===== src/logic/fss_pkg.sv =====
// Purpose: Constants and types for the frequency select latch and serial slave
// Assumes: 40 MHz core clock, APB register access, 8 serial register bytes
// Notes:   Serial byte defaults are packed low byte first
`default_nettype none
package fss_pkg;

	// Serial slave address, write direction bit included
	localparam logic [7:0]  SER_ADDR_BYTE = 8'hD2;
	localparam int          SER_BYTES     = 8;
	localparam logic [7:0]  SER_COUNT     = 8'h08;
	localparam logic [63:0] SER_DEFAULTS  = 64'h0000_0000_FF00_7F40;
	localparam int          CMD_BYTE_BIT  = 7;
	localparam int          FS_FIRST_POS  = 0;
	localparam int          FS_SECOND_POS = 1;

	// APB map
	localparam logic [7:0]  OFS_CTRL      = 8'h00;
	localparam logic [7:0]  OFS_STATUS    = 8'h04;
	localparam logic [7:0]  OFS_WIN_BASE  = 8'h20;
	localparam logic [7:0]  OFS_WIN_LAST  = 8'h3C;
	localparam logic        CTRL_EN_RST   = 1'b1;
	localparam int          ST_LATCHED    = 0;
	localparam int          ST_TEST       = 1;
	localparam int          ST_FS_LO      = 2;
	localparam int          ST_BUSY       = 4;

	// Synchroniser lanes
	localparam int          LN_STROBE     = 0;
	localparam int          LN_FSA        = 1;
	localparam int          LN_FSB        = 2;
	localparam int          LN_FSB_MID    = 3;
	localparam int          LN_SCL        = 4;
	localparam int          LN_SDA        = 5;
	localparam int          LANES         = 6;

	typedef enum logic [2:0] {
		FSS_IDLE,
		FSS_ADDR,
		FSS_CMD,
		FSS_WR,
		FSS_ACK,
		FSS_RD,
		FSS_MACK,
		FSS_IGNORE
	} fss_state_e;

endpackage
`default_nettype wire


===== src/logic/fss_top.sv =====
// Purpose: Power-good latch of frequency selects plus serial register slave
// Assumes: Strobe, select and serial pins asynchronous to core_clk; serial clock far below 10 MHz
// Notes:   Operation
// Operation
// - On strobe sampled low, capture both selects to choose host frequency.
// - After a valid non-mid capture, ignore strobe and select changes.
// - Second select at mid level on strobe low enters test clock mode.
// - Test mode ignores second select; first picks Hi-Z or ref/N asynchronously.
// - Test mode holds until power cycles; reset leaves it.
// - Serial registers load defaults at power-up; serial access optional.
// - Slave supports byte write, byte read, block write, block read.
// - Block transfers ascend from lowest byte, MSB first, stop after any byte.
// - Slave answers address byte D2h including write bit.
// - Command bit 7 zero means block, one means single byte.
// - Byte offset in command bits 4:0; block commands carry zero offset.
// - Block write sequence: address, command, count, data bytes, each acked.
// - Block read: repeated start, read address, count then data, master acks.
// - Byte write: address, command, one data byte acked, then stop.
// - Byte read: command, repeated start, read address, one byte, stop.
//
// The APB register port and the placing of the registers were decided locally.
`timescale 1ns/100ps
`default_nettype none
module fss_top
	import fss_pkg::*;
(
	input  wire logic        core_clk,
	input  wire logic        rst_n,
	input  wire logic        cpu_rail_good_strobe_n,
	input  wire logic        freq_select_first,
	input  wire logic        freq_select_second,
	input  wire logic        freq_select_second_mid,
	input  wire logic        smb_scl,
	input  wire logic        smb_sda_in,
	output logic             smb_sda_out,
	output logic             smb_sda_oe,
	output logic [1:0]       host_freq_sel,
	output logic             freq_latched,
	output logic             test_clock_mode,
	output logic             test_outputs_hiz,
	output logic             test_outputs_refn,
	output logic [63:0]      ser_regs,
	input  wire logic        psel,
	input  wire logic        penable,
	input  wire logic        pwrite,
	input  wire logic [7:0]  paddr,
	input  wire logic [31:0] pwdata,
	output logic [31:0]      prdata,
	output logic             pready,
	output logic             pslverr
);

	typedef struct packed {
		logic [LANES-1:0] sync1;
		logic [LANES-1:0] sync2;
		logic [LANES-1:0] prev;
		logic             latched;
		logic             test_mode;
		logic [1:0]       fs;
		logic             en;
		fss_state_e       st;
		fss_state_e       after;
		logic [3:0]       cnt;
		logic [7:0]       shift;
		logic [7:0]       tx;
		logic [4:0]       ptr;
		logic             blk;
		logic             first;
		logic             sda_low;
		logic [31:0]      rdata;
		logic [63:0]      regs;
	} fss_state_s;

	fss_state_s s_r;
	fss_state_s s_nxt;

	logic scl_rise;
	logic scl_fall;
	logic start_det;
	logic stop_det;
	logic sda_s;
	logic map_hit;
	logic [2:0] win_idx;

	assign sda_s     = s_r.sync2[LN_SDA];
	assign scl_rise  = s_r.sync2[LN_SCL] & ~s_r.prev[LN_SCL];
	assign scl_fall  = ~s_r.sync2[LN_SCL] & s_r.prev[LN_SCL];
	assign start_det = s_r.sync2[LN_SCL] & s_r.prev[LN_SCL] & ~sda_s & s_r.prev[LN_SDA];
	assign stop_det  = s_r.sync2[LN_SCL] & s_r.prev[LN_SCL] & sda_s & ~s_r.prev[LN_SDA];
	assign win_idx   = paddr[4:2];
	assign map_hit   = (paddr == OFS_CTRL) || (paddr == OFS_STATUS) ||
		((paddr >= OFS_WIN_BASE) && (paddr <= OFS_WIN_LAST) && (paddr[1:0] == 2'b00));

	// Register byte as seen by the serial port, with latched selects overlaid
	function automatic logic [7:0] ser_byte(input fss_state_s s, input logic [4:0] idx);
		logic [7:0] b;
		b = 8'h00;
		if (idx < 5'(SER_BYTES)) begin
			b = s.regs[8*idx[2:0] +: 8];
		end
		if (idx == 5'd0) begin
			b[FS_FIRST_POS]  = s.fs[0];
			b[FS_SECOND_POS] = s.fs[1];
		end
		return b;
	endfunction

	////////////////////////////////////////////////////////////////////////
	always_comb begin
		s_nxt       = s_r;
		s_nxt.sync1 = {smb_sda_in, smb_scl, freq_select_second_mid,
			freq_select_second, freq_select_first, cpu_rail_good_strobe_n};
		s_nxt.sync2 = s_r.sync1;
		s_nxt.prev  = s_r.sync2;

		if (!s_r.latched && !s_r.sync2[LN_STROBE]) begin
			s_nxt.latched = 1'b1;
			if (s_r.sync2[LN_FSB_MID]) begin
				s_nxt.test_mode = 1'b1;
			end else begin
				s_nxt.fs = {s_r.sync2[LN_FSB], s_r.sync2[LN_FSA]};
			end
		end

		case (s_r.st)
			FSS_IDLE, FSS_IGNORE: begin
			end
			FSS_ADDR, FSS_CMD, FSS_WR: begin
				if (scl_rise && s_r.cnt < 4'd8) begin
					s_nxt.shift = {s_r.shift[6:0], sda_s};
					s_nxt.cnt   = s_r.cnt + 4'd1;
				end else if (scl_fall && s_r.cnt == 4'd8) begin
					s_nxt.cnt     = 4'd0;
					s_nxt.st      = FSS_ACK;
					s_nxt.sda_low = 1'b1;
					if (s_r.st == FSS_ADDR) begin
						if (s_r.shift[7:1] != SER_ADDR_BYTE[7:1]) begin
							s_nxt.st      = FSS_IGNORE;
							s_nxt.sda_low = 1'b0;
						end else if (s_r.shift[0]) begin
							s_nxt.after = FSS_RD;
							// block read opens with byte count
							if (s_r.blk && s_r.first) begin
								s_nxt.tx    = SER_COUNT;
								s_nxt.first = 1'b0;
							end else begin
								s_nxt.tx  = ser_byte(s_r, s_r.ptr);
								s_nxt.ptr = s_r.ptr + 5'd1;
							end
						end else begin
							s_nxt.after = FSS_CMD;
						end
					end else if (s_r.st == FSS_CMD) begin
						// bit 7 picks block or byte
						s_nxt.blk   = ~s_r.shift[CMD_BYTE_BIT];
						s_nxt.first = ~s_r.shift[CMD_BYTE_BIT];
						// offset from low bits, block starts at zero
						s_nxt.ptr   = s_r.shift[CMD_BYTE_BIT] ? s_r.shift[4:0] : 5'd0;
						s_nxt.after = FSS_WR;
					end else begin
						s_nxt.after = FSS_WR;
						if (s_r.first) begin
							s_nxt.first = 1'b0;
						end else begin
							if (s_r.ptr < 5'(SER_BYTES)) begin
								s_nxt.regs[8*s_r.ptr[2:0] +: 8] = s_r.shift;
							end
							s_nxt.ptr = s_r.ptr + 5'd1;
						end
					end
				end
			end
			FSS_ACK: begin
				if (scl_fall) begin
					s_nxt.st      = s_r.after;
					s_nxt.sda_low = (s_r.after == FSS_RD) ? ~s_r.tx[7] : 1'b0;
				end
			end
			FSS_RD: begin
				if (scl_rise) begin
					s_nxt.cnt = s_r.cnt + 4'd1;
				end else if (scl_fall) begin
					if (s_r.cnt == 4'd8) begin
						s_nxt.sda_low = 1'b0;
						s_nxt.st      = FSS_MACK;
						s_nxt.cnt     = 4'd0;
					end else begin
						s_nxt.sda_low = ~s_r.tx[3'(4'd7 - s_r.cnt)];
					end
				end
			end
			FSS_MACK: begin
				if (scl_rise) begin
					if (sda_s) begin
						// Master NACK closes the read
						s_nxt.st = FSS_IGNORE;
					end else begin
						s_nxt.tx  = ser_byte(s_r, s_r.ptr);
						s_nxt.ptr = s_r.ptr + 5'd1;
					end
				end else if (scl_fall) begin
					s_nxt.st      = FSS_RD;
					s_nxt.sda_low = ~s_r.tx[7];
				end
			end
			default: begin
				s_nxt.st = FSS_IDLE;
			end
		endcase

		// Bus conditions override any bit in flight
		if (stop_det || !s_r.en) begin
			s_nxt.st      = FSS_IDLE;
			s_nxt.sda_low = 1'b0;
		end else if (start_det) begin
			s_nxt.st      = FSS_ADDR;
			s_nxt.cnt     = 4'd0;
			s_nxt.sda_low = 1'b0;
		end

		////////////////////////////////////////////////////////////////////
		// Read data fetched in setup so the access phase answers from a flop
		if (psel && !penable) begin
			s_nxt.rdata = 32'h0000_0000;
			if (paddr == OFS_CTRL) begin
				s_nxt.rdata[0] = s_r.en;
			end else if (paddr == OFS_STATUS) begin
				s_nxt.rdata[ST_LATCHED]         = s_r.latched;
				s_nxt.rdata[ST_TEST]            = s_r.test_mode;
				s_nxt.rdata[ST_FS_LO +: 2]      = s_r.fs;
				s_nxt.rdata[ST_BUSY]            = (s_r.st != FSS_IDLE);
			end else if (map_hit) begin
				s_nxt.rdata[7:0] = ser_byte(s_r, {2'b00, win_idx});
			end
		end
		if (psel && penable && pwrite && paddr == OFS_CTRL) begin
			s_nxt.en = pwdata[0];
		end
	end

	////////////////////////////////////////////////////////////////////////
	always_ff @(posedge core_clk or negedge rst_n) begin
		if (!rst_n) begin
			s_r       <= '0;
			s_r.sync1 <= '1;
			s_r.sync2 <= '1;
			s_r.prev  <= '1;
			s_r.en    <= CTRL_EN_RST;
			s_r.test_mode <= 1'b0;
			s_r.regs  <= SER_DEFAULTS;
			s_r.st    <= FSS_IDLE;
			s_r.after <= FSS_IDLE;
		end else begin
			s_r <= s_nxt;
		end
	end

	assign smb_sda_out       = 1'b0;
	assign smb_sda_oe        = s_r.sda_low;
	assign host_freq_sel     = s_r.fs;
	assign freq_latched      = s_r.latched;
	assign test_clock_mode   = s_r.test_mode;
	// raw pin, deliberately unsynchronised for async select
	assign test_outputs_hiz  = s_r.test_mode & freq_select_first;
	assign test_outputs_refn = s_r.test_mode & ~freq_select_first;
	assign ser_regs          = s_r.regs;
	assign prdata            = s_r.rdata;
	assign pready            = 1'b1;
	assign pslverr           = psel & penable & ~map_hit;

	////////////////////////////////////////////////////////////////////////
	chk_latch_once: assert property (@(posedge core_clk) disable iff (!rst_n)
		$past(s_r.latched) |-> $stable(s_r.fs) && s_r.latched)
		else $error("latched selects changed");

	chk_latch_capture: assert property (@(posedge core_clk) disable iff (!rst_n)
		$rose(s_r.latched) && !s_r.test_mode |->
			s_r.fs == {$past(s_r.sync2[LN_FSB]), $past(s_r.sync2[LN_FSA])})
		else $error("selects not captured at strobe");

	chk_test_entry: assert property (@(posedge core_clk) disable iff (!rst_n)
		$rose(s_r.test_mode) |-> $past(s_r.sync2[LN_FSB_MID]) && !$past(s_r.sync2[LN_STROBE]))
		else $error("test mode without mid level");

	chk_test_sticky: assert property (@(posedge core_clk) disable iff (!rst_n)
		s_r.test_mode |=> s_r.test_mode)
		else $error("test mode left without power cycle");

	chk_hiz_select: assert property (@(posedge core_clk) disable iff (!rst_n)
		s_r.test_mode |-> test_outputs_hiz == freq_select_first && test_outputs_refn != test_outputs_hiz)
		else $error("test output select wrong");

	chk_foreign_nack: assert property (@(posedge core_clk) disable iff (!rst_n)
		scl_fall && s_r.st == FSS_ADDR && s_r.cnt == 4'd8 && s_r.en && !stop_det && !start_det &&
			s_r.shift[7:1] != SER_ADDR_BYTE[7:1] |=> !smb_sda_oe && s_r.st == FSS_IGNORE)
		else $error("foreign address acknowledged");

	chk_own_ack: assert property (@(posedge core_clk) disable iff (!rst_n)
		scl_fall && s_r.st == FSS_ADDR && s_r.cnt == 4'd8 && s_r.en && !stop_det && !start_det &&
			s_r.shift[7:1] == SER_ADDR_BYTE[7:1] |=> smb_sda_oe && s_r.st == FSS_ACK)
		else $error("own address not acknowledged");

	chk_cmd_mode: assert property (@(posedge core_clk) disable iff (!rst_n)
		scl_fall && s_r.st == FSS_CMD && s_r.cnt == 4'd8 && s_r.en && !stop_det && !start_det |=>
			s_r.blk == !$past(s_r.shift[7]) &&
			s_r.ptr == ($past(s_r.shift[7]) ? $past(s_r.shift[4:0]) : 5'd0))
		else $error("command decode wrong");

	chk_ptr_ascend: assert property (@(posedge core_clk) disable iff (!rst_n)
		scl_fall && s_r.st == FSS_WR && s_r.cnt == 4'd8 && !s_r.first && s_r.en &&
			!stop_det && !start_det |=> s_r.ptr == $past(s_r.ptr) + 5'd1)
		else $error("write pointer not ascending");

endmodule
`default_nettype wire


===== config.mk =====
export PLATFORM = sky130hd
export DESIGN_NAME = fss_top
export DESIGN_NICKNAME = d
export VERILOG_FILES = /design/src/logic/fss_pkg.sv /design/src/logic/fss_top.sv
export SDC_FILE = /design/constraint.sdc
export NUM_CORES = 1
export LEC_CHECK = 0
export BUFFER_PORTS_ARGS = -buffer_cell sky130_fd_sc_hd__buf_2
export CAP_MARGIN = 20
export CORE_MARGIN = 5
export CORE_UTILIZATION = 60
export DETAILED_ROUTE_END_ITERATION = 7
export PLACE_DENSITY_LB_ADDON = 0.25
export RECOVER_POWER = 25
export SYNTH_ARGS = -nofsm -noshare
export SYNTH_HDL_FRONTEND = slang
export SYNTH_SLANG_ARGS = --single-unit

===== constraint.sdc =====
create_clock -name core_clk -period 7.29 [get_ports core_clk]
set_clock_uncertainty 0.05 [all_clocks]
set_input_delay 1.0935 -clock core_clk [delete_from_list [all_inputs] [get_ports core_clk]]
set_output_delay 1.0935 -clock core_clk [all_outputs]
set_load 0.02 [all_outputs]

==> run summary <==
postcts setup bufs - 0
Vias - 5486
nets - 778
fin crit share - 0.521
antenna viol nets, final - 0
share of cells above drive strength 1 - 0.314
clk root buf - clkbuf_16
Worst-Skew Late Latency - 0.43 ns
Yosys top cell by area - dfrtp_1
vias in the first global route - 5336
largest cells by area after synthesis - dfrtp_1 32%, dfstp_2 11%, buf_4 10%
PortBufs - 99
PwrDens - 210 nW/um2
CTS tree - built
share of the synthesized area in the top cell type - 0.315
total gr overflow - 0
Worst setup EP type - flop
dpl cells - 869
area grow syn2layout - 6.94%
Placement Setup Slack - 3.53 ns
Sum Neg Setup Slack - 0 ns
hpwl dp - 13400 um
first-pass GRT wire length - 29700 um
core area - 12100 um2
synth unique cells - 66
Yosys warnings - 0
ys async rst share - 1.00
Peak Freq - 0.263 GHz
Crit path required time - 7.55 ns
Placer Congestion - 0.928
initial DRC count - 524
row cnt - 40
post-synthesis sequential area ratio - 0.424
H-tree depth - 4
Slew HR - -0.948
clk sinks - 125
Total Die Area - 14800 um2
# DRC - 0
Setup CP Type - reg2reg
RSZ-0062 raised after global routing - no
diodes inserted - 0
post-layout min period - 3.80 ns
Worst Path Arrival - 4.06 ns
Die Wd - 122 um
initial core utilization - 0.616
die height - 122 um
CP Launch Type - flop
maximum resistive drop on vdd - 0.133 mV
total length of routed wires - 19300 um
Max Buffers Root-to-Sink - 2
crit-path max FO - 21
internal reg-to-reg setup slack - 3.49 ns
largest net degree at the start of global routing - 71
Layout Cells excl Fill - 901
CTS Hold Buffers Added - 0
Slew Viols, Final - 57
worst hold path class - reg2reg
Synth Instances - 710
Synth Flop Type - dfrtp_1
status - finished with violations
Syn Area/Cell - 10.5 um2
flops & latches, synth - 125
clock-pin slew on the worst setup and hold paths - 0.06 ns
cts bufs inserted - 17
number of gates resized after cts - 0
Max Cap Viol - 1
violated checks - max-capacitance violations, max-slew violations
setup slack after layout - 3.49 ns
Vias/cell - 6.09
antenna violations before repair - 0
Hold Fails Final Rpt - 0
DR WL/cell - 21.4 um
gr usage total - 0.266
EDFF count, synth - 0
synthesized cell area - 7470 um2
router iterations before antenna repair - 8
I/O pins - 157
worst slew pin tran - 2.92 ns
Final setup viols - 0
Lkg Pwr - 3.61 nW
## state kept, by name, indices dropped and copies added, names as in the netlist
| register | cells |
|---|---|
| smb_sda_oe | 1 |
| ser_regs | 64 |
| s_r | 36 |
| prdata | 8 |
| freq_latched | 1 |
| s_nxt | 12 |
| test_clock_mode | 1 |
| host_freq_sel | 2 |
## critical path: stages (launching register included)
cell     delay (ns)
dfrtp_1        1.02
inv_1          0.11
ha_1           0.29
ha_1           0.41
nand2_1        0.20
nor3_1         0.56
and3b_1        0.64
mux2_2         0.39
## layout by cell type (no fill, tap or decap), types with 7 or more instances in the layout
| cell type | instances |
|---|---|
| a21oi_1 | 9 |
| a31oi_1 | 8 |
| buf_2 | 91 |
| clkbuf_1 | 10 |
| clkbuf_16 | 17 |
| conb_1 | 26 |
| dfrtp_1 | 94 |
| dfstp_2 | 28 |
| ha_1 | 7 |
| inv_1 | 23 |
| mux2_2 | 34 |
| mux2i_1 | 22 |
| mux4_2 | 32 |
| nand2_1 | 85 |
| nand2b_1 | 11 |
| nand3_1 | 30 |
| nand3b_1 | 8 |
| nor2_1 | 29 |
| nor2b_1 | 7 |
| nor3_1 | 9 |
| o21ai_0 | 45 |
| o31ai_1 | 11 |
## path summary, 6_finish.rpt
check / depth (start not counted) / from / to
setup / recovery: 7 / s_r[100]$_DFFE_PN0P_ / ser_regs[20]$_DFFE_PN0P_
hold / removal: 0 / s_nxt[144]$_DFF_PN1_ / s_nxt[138]$_DFF_PN1_
setup reg to reg: 7 / s_r[100]$_DFFE_PN0P_ / ser_regs[20]$_DFFE_PN0P_
hold reg to reg: 0 / s_nxt[144]$_DFF_PN1_ / s_nxt[138]$_DFF_PN1_
max in group asynchronous: 2 / rst_n / ser_regs[4]$_DFFE_PN0P_
min in group asynchronous: 1 / rst_n / s_r[124]$_DFFE_PN0P_
## stage by stage
stage	area [um2]	power, mW	hold slack (ns)	utilization
CTS	8000	1.69	0.301	0.660
floorplan	7560	0.754	0.295	-
detailed placement	7360	0.768	0.297	0.607
global route	7980	1.72	0.309	0.659
global placement	7360	0.767	0.296	0.607
finish	7980	1.68	0.301	0.659
## cell type report
class	instances	area [um2]
clock inverter	12	193
clock buffer	20	447
fill	981	4130
timing repair buffer	102	508
tap	168	210
sequential	125	3170
inverter	24	90.1
multi-input combinational	450	3370
## routing by layer
metal	vias up	track usage	wire length, um
met4	0	0.112	549
met1	2714	0.352	7680
li1	2429	-	-
met5	-	0	0
met3	39	0.0780	1880
met2	304	0.411	9160
## cell usage after synthesis (7+ instances only)
master / instances
nand3_1: 30
nand2b_1: 11
nor2_1: 29
o31ai_1: 11
dfstp_2: 31
mux4_2: 32
a21oi_1: 9
a31oi_1: 8
buf_4: 102
nand3b_1: 8
inv_1: 23
mux2_2: 34
nor2b_1: 7
clkbuf_1: 18
o21ai_0: 45
buf_2: 8
dfrtp_1: 94
ha_1: 7
mux2i_1: 22
nand2_1: 85
nor3_1: 9
## kinds of logic (layout without fill, tap and decap cells)
logic type	Yosys count	after routing	share of synthesized area
simple gates	210	210	0.143
buf+inv	159	158	0.137
flops	125	125	0.424
compound gates	113	113	0.0990
mux	88	88	0.177
fa+ha+maj	7	7	0.0117
xor+xnor	6	6	0.00704
other cells	2	26	0.00101
## power by group
part	leakage (nW)	total, mW	internal (mW)	switching (mW)
logic	1.68	0.0511	0.0112	0.0399
clock network	0.306	0.922	0.612	0.310
registers	1.63	0.704	0.702	0.00260
(Power assumes the default switching activity.)
